$ cat src/cfa_defs.vh
// Register offsets, field positions, reset values and scan constants for the auto-scan block
`ifndef CFA_DEFS_VH
`define CFA_DEFS_VH
`define CFA_OFS_BIT_REVERSE 8'h95
`define CFA_OFS_AUTO_CTRL 8'h96
`define CFA_OFS_SECTOR_COUNT 8'h97
`define CFA_OFS_CRC_CTRL 8'h91
`define CFA_AUTO_EN_BIT 7
`define CFA_DONE_BIT 6
`define CFA_RSVD_BIT 5
`define CFA_START_MSB 4
`define CFA_COUNT_MSB 5
`define CFA_AUTO_RESET 8'h40
`define CFA_COUNT_RESET 8'h00
`define CFA_FLIP_RESET 8'h00
`define CFA_SECTOR_SHIFT 9
`define CFA_SECTOR_FIRST 9'h000
`define CFA_SECTOR_LAST 9'h1FF
`define CFA_ADDR_W 16
`endif

$ cat src/cfa_autoscan.v
// Flash auto-scan front end of the CRC unit with byte bit-reverse register
`timescale 1ns/1ns
`include "cfa_defs.vh"

module cfa_autoscan (
  input wire core_clk,
  input wire resetn,
  input wire [7:0] sfr_addr,
  input wire sfr_wr,
  input wire sfr_rd,
  input wire [7:0] sfr_wdata,
  output reg [7:0] sfr_rdata,
  output wire sfr_sel,
  output wire cpu_stall,
  output reg [`CFA_ADDR_W-1:0] flash_addr_q,
  output reg flash_rd_q,
  input wire [7:0] flash_rdata,
  input wire flash_rvalid,
  output reg [7:0] crc_feed_data_q,
  output reg crc_feed_q
);

  localparam ST_IDLE = 2'h0;
  localparam ST_READ = 2'h1;
  localparam ST_WAIT = 2'h2;

  // Reset images of the software-visible registers
  localparam [7:0] AUTO_RST = `CFA_AUTO_RESET;
  localparam [7:0] COUNT_RST = `CFA_COUNT_RESET;
  localparam [7:0] FLIP_RST = `CFA_FLIP_RESET;

  reg [1:0] state_q;
  reg [1:0] state_d;
  reg auto_en_q;
  reg auto_en_d;
  reg done_q;
  reg done_d;
  reg [`CFA_START_MSB:0] start_q;
  reg [`CFA_START_MSB:0] start_d;
  reg [`CFA_COUNT_MSB:0] count_q;
  reg [`CFA_COUNT_MSB:0] count_d;
  reg [7:0] flip_q;
  reg [7:0] flip_d;
  reg [`CFA_ADDR_W-1:0] end_addr_q;
  reg [`CFA_ADDR_W-1:0] end_addr_d;
  reg [`CFA_ADDR_W-1:0] flash_addr_d;
  reg flash_rd_d;
  reg [7:0] crc_feed_data_d;
  reg crc_feed_d;
  wire wr_auto;
  wire wr_cnt;
  wire wr_flip;
  wire wr_ctrl;
  wire scan_go;
  wire last_byte;
  wire [`CFA_ADDR_W-`CFA_SECTOR_SHIFT-1:0] sector_sum;
  wire [`CFA_ADDR_W-1:0] first_addr;
  wire [`CFA_ADDR_W-1:0] last_byte_addr;
  wire [7:0] flip_rev;

  ////////////////////////////////////////////////////////////////////////////
  // Register decode
  assign wr_auto = sfr_wr && (sfr_addr == `CFA_OFS_AUTO_CTRL);
  assign wr_cnt = sfr_wr && (sfr_addr == `CFA_OFS_SECTOR_COUNT);
  assign wr_flip = sfr_wr && (sfr_addr == `CFA_OFS_BIT_REVERSE);
  assign wr_ctrl = sfr_wr && (sfr_addr == `CFA_OFS_CRC_CTRL);
  assign sfr_sel = (sfr_addr == `CFA_OFS_AUTO_CTRL) || (sfr_addr == `CFA_OFS_SECTOR_COUNT) ||
                   (sfr_addr == `CFA_OFS_BIT_REVERSE);
  // Read strobe has no side effect here: no register clears on read

  ////////////////////////////////////////////////////////////////////////////
  // Sector arithmetic: a sector spans 512 bytes, so a base address is the
  // sector number with nine zero bits below it
  assign first_addr = {2'h0, start_q, `CFA_SECTOR_FIRST};
  // Seven bits hold the largest start plus count without wrapping
  assign sector_sum = {2'h0, start_q} + {1'h0, count_q};
  // The sector at the last base address is scanned to its final byte
  assign last_byte_addr = {sector_sum, `CFA_SECTOR_LAST};

  // Bit reverse is pure wiring on the stored byte
  genvar gi;
  generate
    for (gi = 0; gi < 8; gi = gi + 1) begin : g_rev
      assign flip_rev[gi] = flip_q[7-gi];
    end
  endgenerate

  ////////////////////////////////////////////////////////////////////////////
  // Software registers
  always @* begin
    auto_en_d = auto_en_q;
    start_d = start_q;
    count_d = count_q;
    flip_d = flip_q;
    // Bit 6 is scan status and bit 5 is reserved, so neither stores write data
    if (wr_auto) begin
      auto_en_d = sfr_wdata[`CFA_AUTO_EN_BIT];
      start_d = sfr_wdata[`CFA_START_MSB:0];
    end
    if (wr_cnt) begin
      // The two upper bits are dropped and read back as zero
      count_d = sfr_wdata[`CFA_COUNT_MSB:0];
    end
    if (wr_flip) begin
      flip_d = sfr_wdata;
    end
  end

  // No guard against writes mid-scan: the stalled CPU cannot issue them
  always @(posedge core_clk or negedge resetn) begin
    if (!resetn) begin
      auto_en_q <= AUTO_RST[`CFA_AUTO_EN_BIT];
      start_q <= AUTO_RST[`CFA_START_MSB:0];
      count_q <= COUNT_RST[`CFA_COUNT_MSB:0];
      flip_q <= FLIP_RST;
    end else begin
      auto_en_q <= auto_en_d;
      start_q <= start_d;
      count_q <= count_d;
      flip_q <= flip_d;
    end
  end

  ////////////////////////////////////////////////////////////////////////////
  // Read data
  always @* begin
    case (sfr_addr)
      `CFA_OFS_AUTO_CTRL: sfr_rdata = {auto_en_q, done_q, 1'b0, start_q};
      `CFA_OFS_SECTOR_COUNT: sfr_rdata = {2'b00, count_q};
      `CFA_OFS_BIT_REVERSE: sfr_rdata = flip_rev;
      default: sfr_rdata = 8'h00;
    endcase
  end

  ////////////////////////////////////////////////////////////////////////////
  // Scan engine
  // One byte in flight at a time: the Flash port may answer after any number
  // of cycles and no queue is needed, at the cost of a cycle per byte
  assign cpu_stall = (state_q != ST_IDLE);
  assign scan_go = wr_ctrl && auto_en_q;
  // Compare against the final byte so the last sector is taken whole
  assign last_byte = (flash_addr_q == end_addr_q);

  always @* begin
    state_d = state_q;
    done_d = done_q;
    flash_addr_d = flash_addr_q;
    end_addr_d = end_addr_q;
    // Strobes default low so each stands for exactly one cycle
    flash_rd_d = 1'b0;
    crc_feed_d = 1'b0;
    crc_feed_data_d = crc_feed_data_q;
    case (state_q)
      ST_IDLE: begin
        // With auto-scan off a control write is left to the CRC engine alone
        if (scan_go) begin
          flash_addr_d = first_addr;
          end_addr_d = last_byte_addr;
          done_d = 1'b0;
          flash_rd_d = 1'b1;
          state_d = ST_WAIT;
        end
      end
      ST_READ: begin
        flash_rd_d = 1'b1;
        state_d = ST_WAIT;
      end
      ST_WAIT: begin
        if (flash_rvalid) begin
          // One feed pulse per byte, as a data-input write would give
          crc_feed_d = 1'b1;
          crc_feed_data_d = flash_rdata;
          if (last_byte) begin
            done_d = 1'b1;
            state_d = ST_IDLE;
          end else begin
            flash_addr_d = flash_addr_q + 16'h0001;
            state_d = ST_READ;
          end
        end
      end
      default: begin
        state_d = ST_IDLE;
      end
    endcase
  end

  // Every register reloads on each clock; holding is done in the next-value logic
  always @(posedge core_clk or negedge resetn) begin
    if (!resetn) begin
      state_q <= ST_IDLE;
      done_q <= AUTO_RST[`CFA_DONE_BIT];
      flash_addr_q <= {`CFA_ADDR_W{1'b0}};
      end_addr_q <= {`CFA_ADDR_W{1'b0}};
      flash_rd_q <= 1'b0;
      crc_feed_q <= 1'b0;
      crc_feed_data_q <= 8'h00;
    end else begin
      state_q <= state_d;
      done_q <= done_d;
      flash_addr_q <= flash_addr_d;
      end_addr_q <= end_addr_d;
      flash_rd_q <= flash_rd_d;
      crc_feed_q <= crc_feed_d;
      crc_feed_data_q <= crc_feed_data_d;
    end
  end

endmodule

$ cat config.mk
export PLATFORM = sky130hd
export DESIGN_NAME = cfa_autoscan
export DESIGN_NICKNAME = d
export VERILOG_FILES = /design/src/cfa_autoscan.v
export VERILOG_INCLUDE_DIRS = /design/src
export SDC_FILE = /design/constraint.sdc
export NUM_CORES = 1
export LEC_CHECK = 0
export ABC_AREA = 1
export CAP_MARGIN = 40
export CORE_MARGIN = 2
export CORE_UTILIZATION = 35
export DETAILED_ROUTE_END_ITERATION = 7
export DONT_BUFFER_PORTS = 1
export MAX_ROUTING_LAYER = met4
export PLACE_DENSITY_LB_ADDON = 0.05
export SYNTH_ARGS = -nofsm -noshare
export SYNTH_HDL_FRONTEND = slang
export SYNTH_SLANG_ARGS = --single-unit
$ cat constraint.sdc
create_clock -name core_clk -period 1.6 [get_ports core_clk]
set_input_delay 0.24 -clock core_clk [delete_from_list [all_inputs] [get_ports core_clk]]
set_output_delay 0.24 -clock core_clk [all_outputs]
set_load 0.05 [all_outputs]
==> flow_results.xml, run 1 <==
<?xml version="1.0" encoding="UTF-8"?>
<metrics>
  <group name="worst_setup_path">
    <metric name="critPathRequiredTime" unit="ns">1.84</metric>
    <metric name="regToRegSetupSlack" unit="ns">0.04</metric>
    <metric name="r2r-start" unit="">count_q[0]</metric>
    <metric name="rr_endpoint" unit="">end_addr_q[15]</metric>
    <metric name="type_of_the_setup_path_with_the_least_slack" unit="">reg -&gt; reg</metric>
    <metric name="critical_path.startpoint" unit="">count_q[0]</metric>
    <metric name="setup.worst_path.start_class" unit="">flop</metric>
    <metric name="biggest_fanout_along_the_worst_timing_path" unit="">2</metric>
    <metric name="nature_of_the_critical_path_endpoint" unit="">flop</metric>
    <metric name="r2r_cells" unit="">6</metric>
    <metric name="crit_arrival" unit="ns">1.80</metric>
  </group>
  <group name="min_path">
    <metric name="class_of_the_tightest_hold_or_removal_check" unit="">in -&gt; reg</metric>
    <metric name="holdPathEnd" unit="">crc_feed_data_q[4]</metric>
    <metric name="worstHoldStart" unit="">flash_rdata[4]</metric>
    <metric name="whs_path_depth" unit="">2</metric>
  </group>
  <group name="sta">
    <metric name="drv_slew" unit="">0</metric>
    <metric name="grt_setup_unrepaired" unit="">true</metric>
    <metric name="worst_pin_slew" unit="ns">0.4992</metric>
    <metric name="timing_hold_violations_final" unit="">0</metric>
    <metric name="holdWs" unit="ns">0.01860</metric>
    <metric name="min_period_over_period" unit="%">97.50</metric>
    <metric name="fin_worst_skew" unit="ns">0.01079</metric>
    <metric name="max_frequency" unit="MHz">641.0</metric>
    <metric name="final_setup_violation_count" unit="">0</metric>
    <metric name="final_period_minus_worst_setup_slack" unit="ns">1.560</metric>
    <metric name="timing.max_slew.rel_slack" unit="%">66.72</metric>
  </group>
  <group name="run">
    <metric name="drv_cap" unit="">0</metric>
  </group>
  <group name="synthesis">
    <metric name="synth-seq-area-share" unit="%">43.55</metric>
    <metric name="yosysWarnings" unit="">0</metric>
    <metric name="post_synth.cell_area_avg" unit="um2">7.096</metric>
    <metric name="top_post_synthesis_cells_by_area" unit="">sky130_fd_sc_hd__dfrtp_1 43%, sky130_fd_sc_hd__nand2_1 21%, sky130_fd_sc_hd__inv_1 5.4%, sky130_fd_sc_hd__nand3_1 5.3%, sky130_fd_sc_hd__nor2_1 4.0%</metric>
    <metric name="postSynthRegisterBits" unit="">57</metric>
    <metric name="synth.lib_cells_used.distinct" unit="">35</metric>
    <metric name="top_cell_type_s_share_of_synthesized_area" unit="%">42.75</metric>
    <metric name="mapped_cell_area" unit="um2">3278</metric>
    <metric name="postSynthCellCount" unit="">462</metric>
    <metric name="yosysTopAreaCell" unit="">sky130_fd_sc_hd__dfrtp_1</metric>
    <metric name="mappedNetlistNets" unit="">498</metric>
  </group>
  <group name="layout">
    <metric name="final_nets" unit="">551</metric>
    <metric name="instances_no_fill" unit="">631</metric>
    <metric name="area_growth" unit="%">31.26</metric>
    <metric name="register_area" unit="um2">1449</metric>
    <metric name="nFillCells" unit="">952</metric>
    <metric name="layout.cells.most_common_list" unit="">181 x sky130_fd_sc_hd__nand2_1, 44 x sky130_fd_sc_hd__inv_1, 39 x sky130_fd_sc_hd__dfrtp_1</metric>
    <metric name="layout_cells_sized_above_1" unit="%">22.31</metric>
    <metric name="postLayoutCoreUtil" unit="%">47.01</metric>
    <metric name="finish.instance_area" unit="um2">4303</metric>
    <metric name="diodes" unit="">0</metric>
    <metric name="commonest_non_fill_non_tap_cell_in_the_layout" unit="">sky130_fd_sc_hd__nand2_1</metric>
    <metric name="multiInputGateArea" unit="um2">1697</metric>
  </group>
  <group name="placed_design">
    <metric name="detailed_place.area" unit="um2">3913</metric>
    <metric name="placed_cells_incl_taps" unit="">611</metric>
    <metric name="place.port_buffers" unit="">0</metric>
    <metric name="detailed_place_hpwl" unit="um">6682</metric>
    <metric name="placer_congestion" unit="">0.8131</metric>
  </group>
  <group name="clocking">
    <metric name="cts.clk_slew.worst_paths" unit="ns">0.07</metric>
    <metric name="clock-root-buffer" unit="">sky130_fd_sc_hd__clkbuf_8</metric>
    <metric name="ctsLongestPathBuffers" unit="">2</metric>
    <metric name="ctsHtreeMaxLevel" unit="">3</metric>
    <metric name="cts_sinks" unit="">57</metric>
    <metric name="numCtsBuffers" unit="">9</metric>
    <metric name="clock_latency_on_the_worst_skew_pair" unit="ns">0.34</metric>
    <metric name="tritoncts" unit="">done</metric>
  </group>
  <group name="detailed_routing">
    <metric name="detail-route-antenna-nets" unit="">0</metric>
    <metric name="remaining_drc_errors" unit="">0</metric>
    <metric name="via_count" unit="">3020</metric>
    <metric name="drt_pre_antenna_iters" unit="">4</metric>
    <metric name="routed_via_density" unit="">4.786</metric>
    <metric name="drt_first_iter_violations" unit="">79</metric>
    <metric name="routedWlPerCell" unit="um">14.29</metric>
    <metric name="detail_route.wirelength" unit="um">9017</metric>
  </group>
  <group name="global_route">
    <metric name="grt_start_max_net_pins" unit="">58</metric>
    <metric name="antenna_found_initial" unit="">0</metric>
    <metric name="grt_usage" unit="%">19.13</metric>
    <metric name="first_global_vias" unit="">2978</metric>
    <metric name="global_route_wire_length_before_repair" unit="um">14480</metric>
    <metric name="grt_remaining_overflow" unit="">0</metric>
  </group>
  <group name="floorplanning">
    <metric name="floorplan.core_area" unit="um2">9153</metric>
    <metric name="fp.dieArea" unit="um2">10160</metric>
    <metric name="die_w" unit="um">100.8</metric>
    <metric name="die_h" unit="um">100.8</metric>
    <metric name="start_util" unit="%">35.82</metric>
    <metric name="ioPinCount" unit="">65</metric>
    <metric name="std_cell_rows" unit="">35</metric>
  </group>
  <group name="power">
    <metric name="irDropWorstVdd" unit="mV">0.6899</metric>
    <metric name="power.total" unit="mW">4.738</metric>
    <metric name="power-per-cell-area" unit="nW/um2">1101</metric>
    <metric name="power.leakage" unit="nW">2.116</metric>
  </group>
  <group name="outcome">
    <metric name="outcome" unit="">completed</metric>
  </group>
</metrics>
## metrics by stage
step / setup TNS, ns / setup WS [ns]
4_1_cts: 0 / 0.001869
3_3_place_gp: -0.02670 / -0.02670
3_5_place_dp: -0.07399 / -0.06229
5_1_grt: -0.1947 / -0.05517
6_report: 0 / 0.04006
2_1_floorplan: -0.1843 / -0.05686
## cells by family after synthesis
kind of cell / Yosys count / synth area share (%)
compound gates: 50 / 8.512
xor+xnor: 4 / 1.069
flops: 57 / 43.55
simple gates: 281 / 36.34
buf+inv: 63 / 7.634
fa+ha+maj: 7 / 2.901
## what timing repair did
action	CTS	global route
hold endpoints to repair	58	0
hold buffers	3	0
pin swaps	0	5
setup buffers	0	1
resized for setup	3	11
setup endpoints to repair	3	25
## worst max-delay path, stage by stage (launching register included)
cell	delay [ns]
sky130_fd_sc_hd__dfrtp_1	0.35
sky130_fd_sc_hd__ha_1	0.18
sky130_fd_sc_hd__inv_1	0.06
sky130_fd_sc_hd__fa_1	0.41
sky130_fd_sc_hd__o21ai_2	0.18
sky130_fd_sc_hd__a21oi_1	0.10
sky130_fd_sc_hd__o31ai_1	0.18
## worst max path at each step
stage	end	depth (start not counted)	slack, ns
after floorplan	sfr_rdata[0]	4	-0.06
after global placement	end_addr_q[15]	6	-0.03
after detailed placement	end_addr_q[15]	6	-0.06
after CTS	end_addr_q[15]	6	0.002
after global routing	end_addr_q[15]	6	-0.06
final	end_addr_q[15]	6	0.04
## cells in the mapped netlist
library cell and instances:
sky130_fd_sc_hd__nand2_1 185, sky130_fd_sc_hd__dfrtp_1 56, sky130_fd_sc_hd__clkbuf_1 5, sky130_fd_sc_hd__o21ai_1 7, sky130_fd_sc_hd__nor4_1 1, sky130_fd_sc_hd__nand3_1 35
sky130_fd_sc_hd__nor3_1 7, sky130_fd_sc_hd__nor2_4 2, sky130_fd_sc_hd__o211ai_1 5, sky130_fd_sc_hd__inv_1 47, sky130_fd_sc_hd__buf_6 1, sky130_fd_sc_hd__o21ai_0 21
sky130_fd_sc_hd__nand2_4 2, sky130_fd_sc_hd__buf_2 4, sky130_fd_sc_hd__a21oi_1 11, sky130_fd_sc_hd__nand3_4 1, sky130_fd_sc_hd__nand4_1 9, sky130_fd_sc_hd__nand3b_1 1
sky130_fd_sc_hd__ha_1 6, sky130_fd_sc_hd__o221ai_1 1, sky130_fd_sc_hd__o31ai_1 1, sky130_fd_sc_hd__nor2_2 1, sky130_fd_sc_hd__a21o_1 1, sky130_fd_sc_hd__or2_2 1
sky130_fd_sc_hd__xor2_1 2, sky130_fd_sc_hd__o21bai_1 1, sky130_fd_sc_hd__nor2_1 35, sky130_fd_sc_hd__inv_2 5, sky130_fd_sc_hd__clkinv_2 1, sky130_fd_sc_hd__xnor2_1 2
sky130_fd_sc_hd__fa_1 1, sky130_fd_sc_hd__a21boi_0 1, sky130_fd_sc_hd__dfstp_2 1, sky130_fd_sc_hd__o21a_1 1, sky130_fd_sc_hd__nand3_2 1
## area by class of cell
class | count | share of cell area [%]
multi-input cells | 342 | 39.43
flip-flops and latches | 57 | 33.67
repair buffers | 52 | 12.24
inverters | 53 | 4.653
clock inverters | 5 | 3.489
clock buffers | 11 | 3.286
well taps | 111 | 3.228
## per-layer routing
metal / global-route usage [%] / up-vias / part of all wire (%)
met5: - / - / 0
li1: - / 1579 / -
met2: 32.46 / 52 / 49
met1: 22.26 / 1377 / 45
met3: 3.883 / 12 / 3.5
met4: 7.376 / 0 / 1.9
## registers in the layout (all words and copies together) (netlist names)
name	count
auto_en_q	1
crc_feed_data_q	8
flash_rd_q	1
state_q	2
done_q	1
crc_feed_q	1
flash_addr_q	16
start_q	5
flip_q	8
count_q	6
end_addr_q	8
## report_power, final
| part | internal [mW] | switching [mW] | total (mW) |
|---|---|---|---|
| logic | 0.219 | 0.424 | 0.643 |
| registers | 1.60 | 0.503 | 2.10 |
| clock network | 1.39 | 0.599 | 1.99 |
| total | 3.21 | 1.53 | 4.74 |
Power figures use the tool's default switching activity.
==> inputs of run 2 (changes only) <==
--- a/config.mk
+++ b/config.mk
@@ -14,6 +14,7 @@
 export DONT_BUFFER_PORTS = 1
 export MAX_ROUTING_LAYER = met4
 export PLACE_DENSITY_LB_ADDON = 0.05
+export REMOVE_ABC_BUFFERS = 1
 export SYNTH_ARGS = -nofsm -noshare
 export SYNTH_HDL_FRONTEND = slang
 export SYNTH_SLANG_ARGS = --single-unit
==> run 2 against run 1 <==
Effect of this change: setup slack improved by 0.017 ns; critical endpoint is now sfr_rdata[0]; critical path depth did not move; sequential power barely moved; core utilization fell by 1.3 points; first-iteration DRC count rose by 49%.
==> flow_results.xml, run 2 (synthesis results as in run 1) <==
<?xml version="1.0" encoding="UTF-8"?>
<metrics>
  <group name="clocking">
    <metric name="ctsLongestPathBuffers" unit="">2</metric>
    <metric name="cts.clk_slew.worst_paths" unit="ns">0.06</metric>
    <metric name="tritoncts" unit="">done</metric>
    <metric name="ctsHtreeMaxLevel" unit="">3</metric>
    <metric name="cts_sinks" unit="">57</metric>
    <metric name="clock_latency_on_the_worst_skew_pair" unit="ns">0.34</metric>
    <metric name="clock-root-buffer" unit="">sky130_fd_sc_hd__clkbuf_8</metric>
    <metric name="numCtsBuffers" unit="">9</metric>
  </group>
  <group name="worst_setup_path">
    <metric name="worstPathBufferInverterCount" unit="">2</metric>
    <metric name="critical-path-top-delay-family" unit="">simple AND/OR/NAND/NOR gates</metric>
    <metric name="regToRegSetupSlack" unit="ns">0.08</metric>
    <metric name="nature_of_the_critical_path_endpoint" unit="">primary output</metric>
    <metric name="type_of_the_setup_path_with_the_least_slack" unit="">in -&gt; out</metric>
    <metric name="critical-path-slowest-cell" unit="">sky130_fd_sc_hd__o211ai_1</metric>
    <metric name="worstPathCellList" unit="">inv_1 -&gt; nand2_1 -&gt; nor3_1 -&gt; nand2_1 -&gt; o211ai_1 -&gt; buf_12</metric>
    <metric name="rr_endpoint" unit="">end_addr_q[15]</metric>
    <metric name="r2r-start" unit="">count_q[0]</metric>
    <metric name="cpPeakStageDelay" unit="ns">0.36</metric>
    <metric name="crit_top_cell" unit="">sky130_fd_sc_hd__nand2_1</metric>
    <metric name="crit_arrival" unit="ns">1.30</metric>
    <metric name="critPathRequiredTime" unit="ns">1.36</metric>
    <metric name="biggest_fanout_along_the_worst_timing_path" unit="">7</metric>
    <metric name="r2r_cells" unit="">6</metric>
    <metric name="setup.worst_path.start_class" unit="">input port</metric>
  </group>
  <group name="global_route">
    <metric name="grt_remaining_overflow" unit="">0</metric>
    <metric name="grt_start_max_net_pins" unit="">58</metric>
    <metric name="first_global_vias" unit="">2880</metric>
    <metric name="global_route_wire_length_before_repair" unit="um">13990</metric>
    <metric name="antenna_found_initial" unit="">0</metric>
    <metric name="grt_usage" unit="%">18.45</metric>
  </group>
  <group name="power">
    <metric name="power-per-cell-area" unit="nW/um2">971.7</metric>
    <metric name="power.leakage" unit="nW">2.095</metric>
    <metric name="irDropWorstVdd" unit="mV">0.4366</metric>
    <metric name="power.total" unit="mW">4.064</metric>
  </group>
  <group name="sta">
    <metric name="min_period_over_period" unit="%">96.43</metric>
    <metric name="drv_slew" unit="">0</metric>
    <metric name="final_setup_violation_count" unit="">0</metric>
    <metric name="final.setup.tns" unit="ns">0</metric>
    <metric name="fin_worst_skew" unit="ns">0.007288</metric>
    <metric name="final_period_minus_worst_setup_slack" unit="ns">1.543</metric>
    <metric name="max_frequency" unit="MHz">648.1</metric>
    <metric name="timing_hold_violations_final" unit="">0</metric>
    <metric name="worst_pin_slew" unit="ns">0.4770</metric>
    <metric name="holdWs" unit="ns">0.01274</metric>
    <metric name="grt_setup_unrepaired" unit="">true</metric>
    <metric name="timing.max_slew.rel_slack" unit="%">68.20</metric>
  </group>
  <group name="detailed_routing">
    <metric name="routedWlPerCell" unit="um">13.48</metric>
    <metric name="via_count" unit="">3033</metric>
    <metric name="drt_first_iter_violations" unit="">118</metric>
    <metric name="detail_route.wirelength" unit="um">8584</metric>
    <metric name="detail-route-antenna-nets" unit="">0</metric>
    <metric name="routed_via_density" unit="">4.761</metric>
    <metric name="drt_pre_antenna_iters" unit="">4</metric>
    <metric name="remaining_drc_errors" unit="">0</metric>
  </group>
  <group name="floorplanning">
    <metric name="ioPinCount" unit="">65</metric>
    <metric name="die_h" unit="um">100.8</metric>
    <metric name="floorplan.core_area" unit="um2">9153</metric>
    <metric name="start_util" unit="%">35.82</metric>
    <metric name="std_cell_rows" unit="">35</metric>
    <metric name="fp.dieArea" unit="um2">10160</metric>
    <metric name="die_w" unit="um">100.8</metric>
  </group>
  <group name="layout">
    <metric name="area_growth" unit="%">27.60</metric>
    <metric name="largest_register_ffs" unit="">16</metric>
    <metric name="register_area" unit="um2">1438</metric>
    <metric name="commonest_non_fill_non_tap_cell_in_the_layout" unit="">sky130_fd_sc_hd__nand2_1</metric>
    <metric name="nFillCells" unit="">950</metric>
    <metric name="finish.instance_area" unit="um2">4183</metric>
    <metric name="layout_cells_sized_above_1" unit="%">20.34</metric>
    <metric name="layout.cells.most_common_list" unit="">183 x sky130_fd_sc_hd__nand2_1, 48 x sky130_fd_sc_hd__dfrtp_1, 48 x sky130_fd_sc_hd__buf_4</metric>
    <metric name="diodes" unit="">0</metric>
    <metric name="multiInputGateArea" unit="um2">1659</metric>
    <metric name="max_flop_register" unit="">flash_addr_q</metric>
    <metric name="postLayoutCoreUtil" unit="%">45.70</metric>
    <metric name="final_nets" unit="">557</metric>
  </group>
  <group name="min_path">
    <metric name="class_of_the_tightest_hold_or_removal_check" unit="">in -&gt; reg</metric>
    <metric name="worstHoldStart" unit="">flash_rdata[7]</metric>
    <metric name="whs_path_depth" unit="">2</metric>
    <metric name="holdPathEnd" unit="">crc_feed_data_q[7]</metric>
  </group>
  <group name="outcome">
    <metric name="outcome" unit="">completed</metric>
  </group>
  <group name="placed_design">
    <metric name="place.port_buffers" unit="">0</metric>
    <metric name="detailed_place.area" unit="um2">3850</metric>
    <metric name="detailed_place_hpwl" unit="um">6285</metric>
    <metric name="placer_congestion" unit="">0.8248</metric>
  </group>
  <group name="run">
    <metric name="drv_cap" unit="">0</metric>
  </group>
</metrics>
## run 2: changes by cell type in the layout (fill, tap and decap cells not counted), moves of 2 or more
cell	previous run	this run
sky130_fd_sc_hd__buf_4	38	48
sky130_fd_sc_hd__buf_6	3	0
sky130_fd_sc_hd__bufinv_16	5	1
sky130_fd_sc_hd__clkbuf_1	1	3
sky130_fd_sc_hd__clkinv_2	1	3
sky130_fd_sc_hd__dfrtp_1	39	48
sky130_fd_sc_hd__dfrtp_2	17	8
sky130_fd_sc_hd__nand2_1	181	183
sky130_fd_sc_hd__nor2_2	2	4
sky130_fd_sc_hd__nor2_4	4	2
sky130_fd_sc_hd__nor3_1	5	7
## run 2: repair_timing
item                                    CTS  global route
pin swaps                                 0             3
endpoints found under the setup margin    2            30
buffers inserted                          0             5
hold endpoints to repair                 57             0
hold buffers                              2             0
resized for setup                         2            22
## run 2: cell type report
cell class	count	share of cell area (%)
multi-input combinational	342	39.66
sequential	57	34.37
timing repair buffer	58	13.34
inverter	53	4.786
clock buffer	13	3.560
tap	111	3.320
clock inverter	3	0.9572
## run 2: per-stage QoR
stage | std cells | setup WS [ns]
finish | 637 | 0.05714
global route | 637 | -0.05120
CTS | 632 | 0.0008807
detailed placement | 614 | -0.1332
global placement | 614 | -0.04680
floorplan | 452 | -0.5335
## run 2: how the worst max path moves through the flow
stage / slack (ns) / start / depth (start not counted) / end
after floorplan: -0.53 / state_q[0] / 8 / flash_addr_q[13]
after global placement: -0.05 / start_q[0] / 6 / end_addr_q[15]
after detailed placement: -0.13 / count_q[0] / 6 / end_addr_q[15]
after CTS: 0.0009 / count_q[0] / 6 / end_addr_q[15]
after global routing: -0.05 / sfr_addr[3] / 6 / sfr_rdata[0]
final: 0.06 / sfr_addr[3] / 6 / sfr_rdata[0]
## run 2: worst reg2reg max path, delay by kind of cell (launching register included)
family | cells | cell delay, ns
compound gates | 3 | 0.49
fa+ha+maj | 2 | 0.52
buf+inv | 1 | 0.06
flops | 1 | 0.35
## run 2: routing by layer
metal  GRT usage, %  vias up  wire length (um)
met4          7.060        0               165
met1          23.74     1363              4042
li1               -     1586                 -
met5              -        -                 0
met2          29.08       69              4007
met3          3.190       15               368
## run 2: power breakdown
| part | switching, mW | internal, mW | total [mW] |
|---|---|---|---|
| Combinational | 0.404 | 0.219 | 0.624 |
| Sequential | 0.498 | 1.60 | 2.09 |
| Clock | 0.588 | 0.759 | 1.35 |
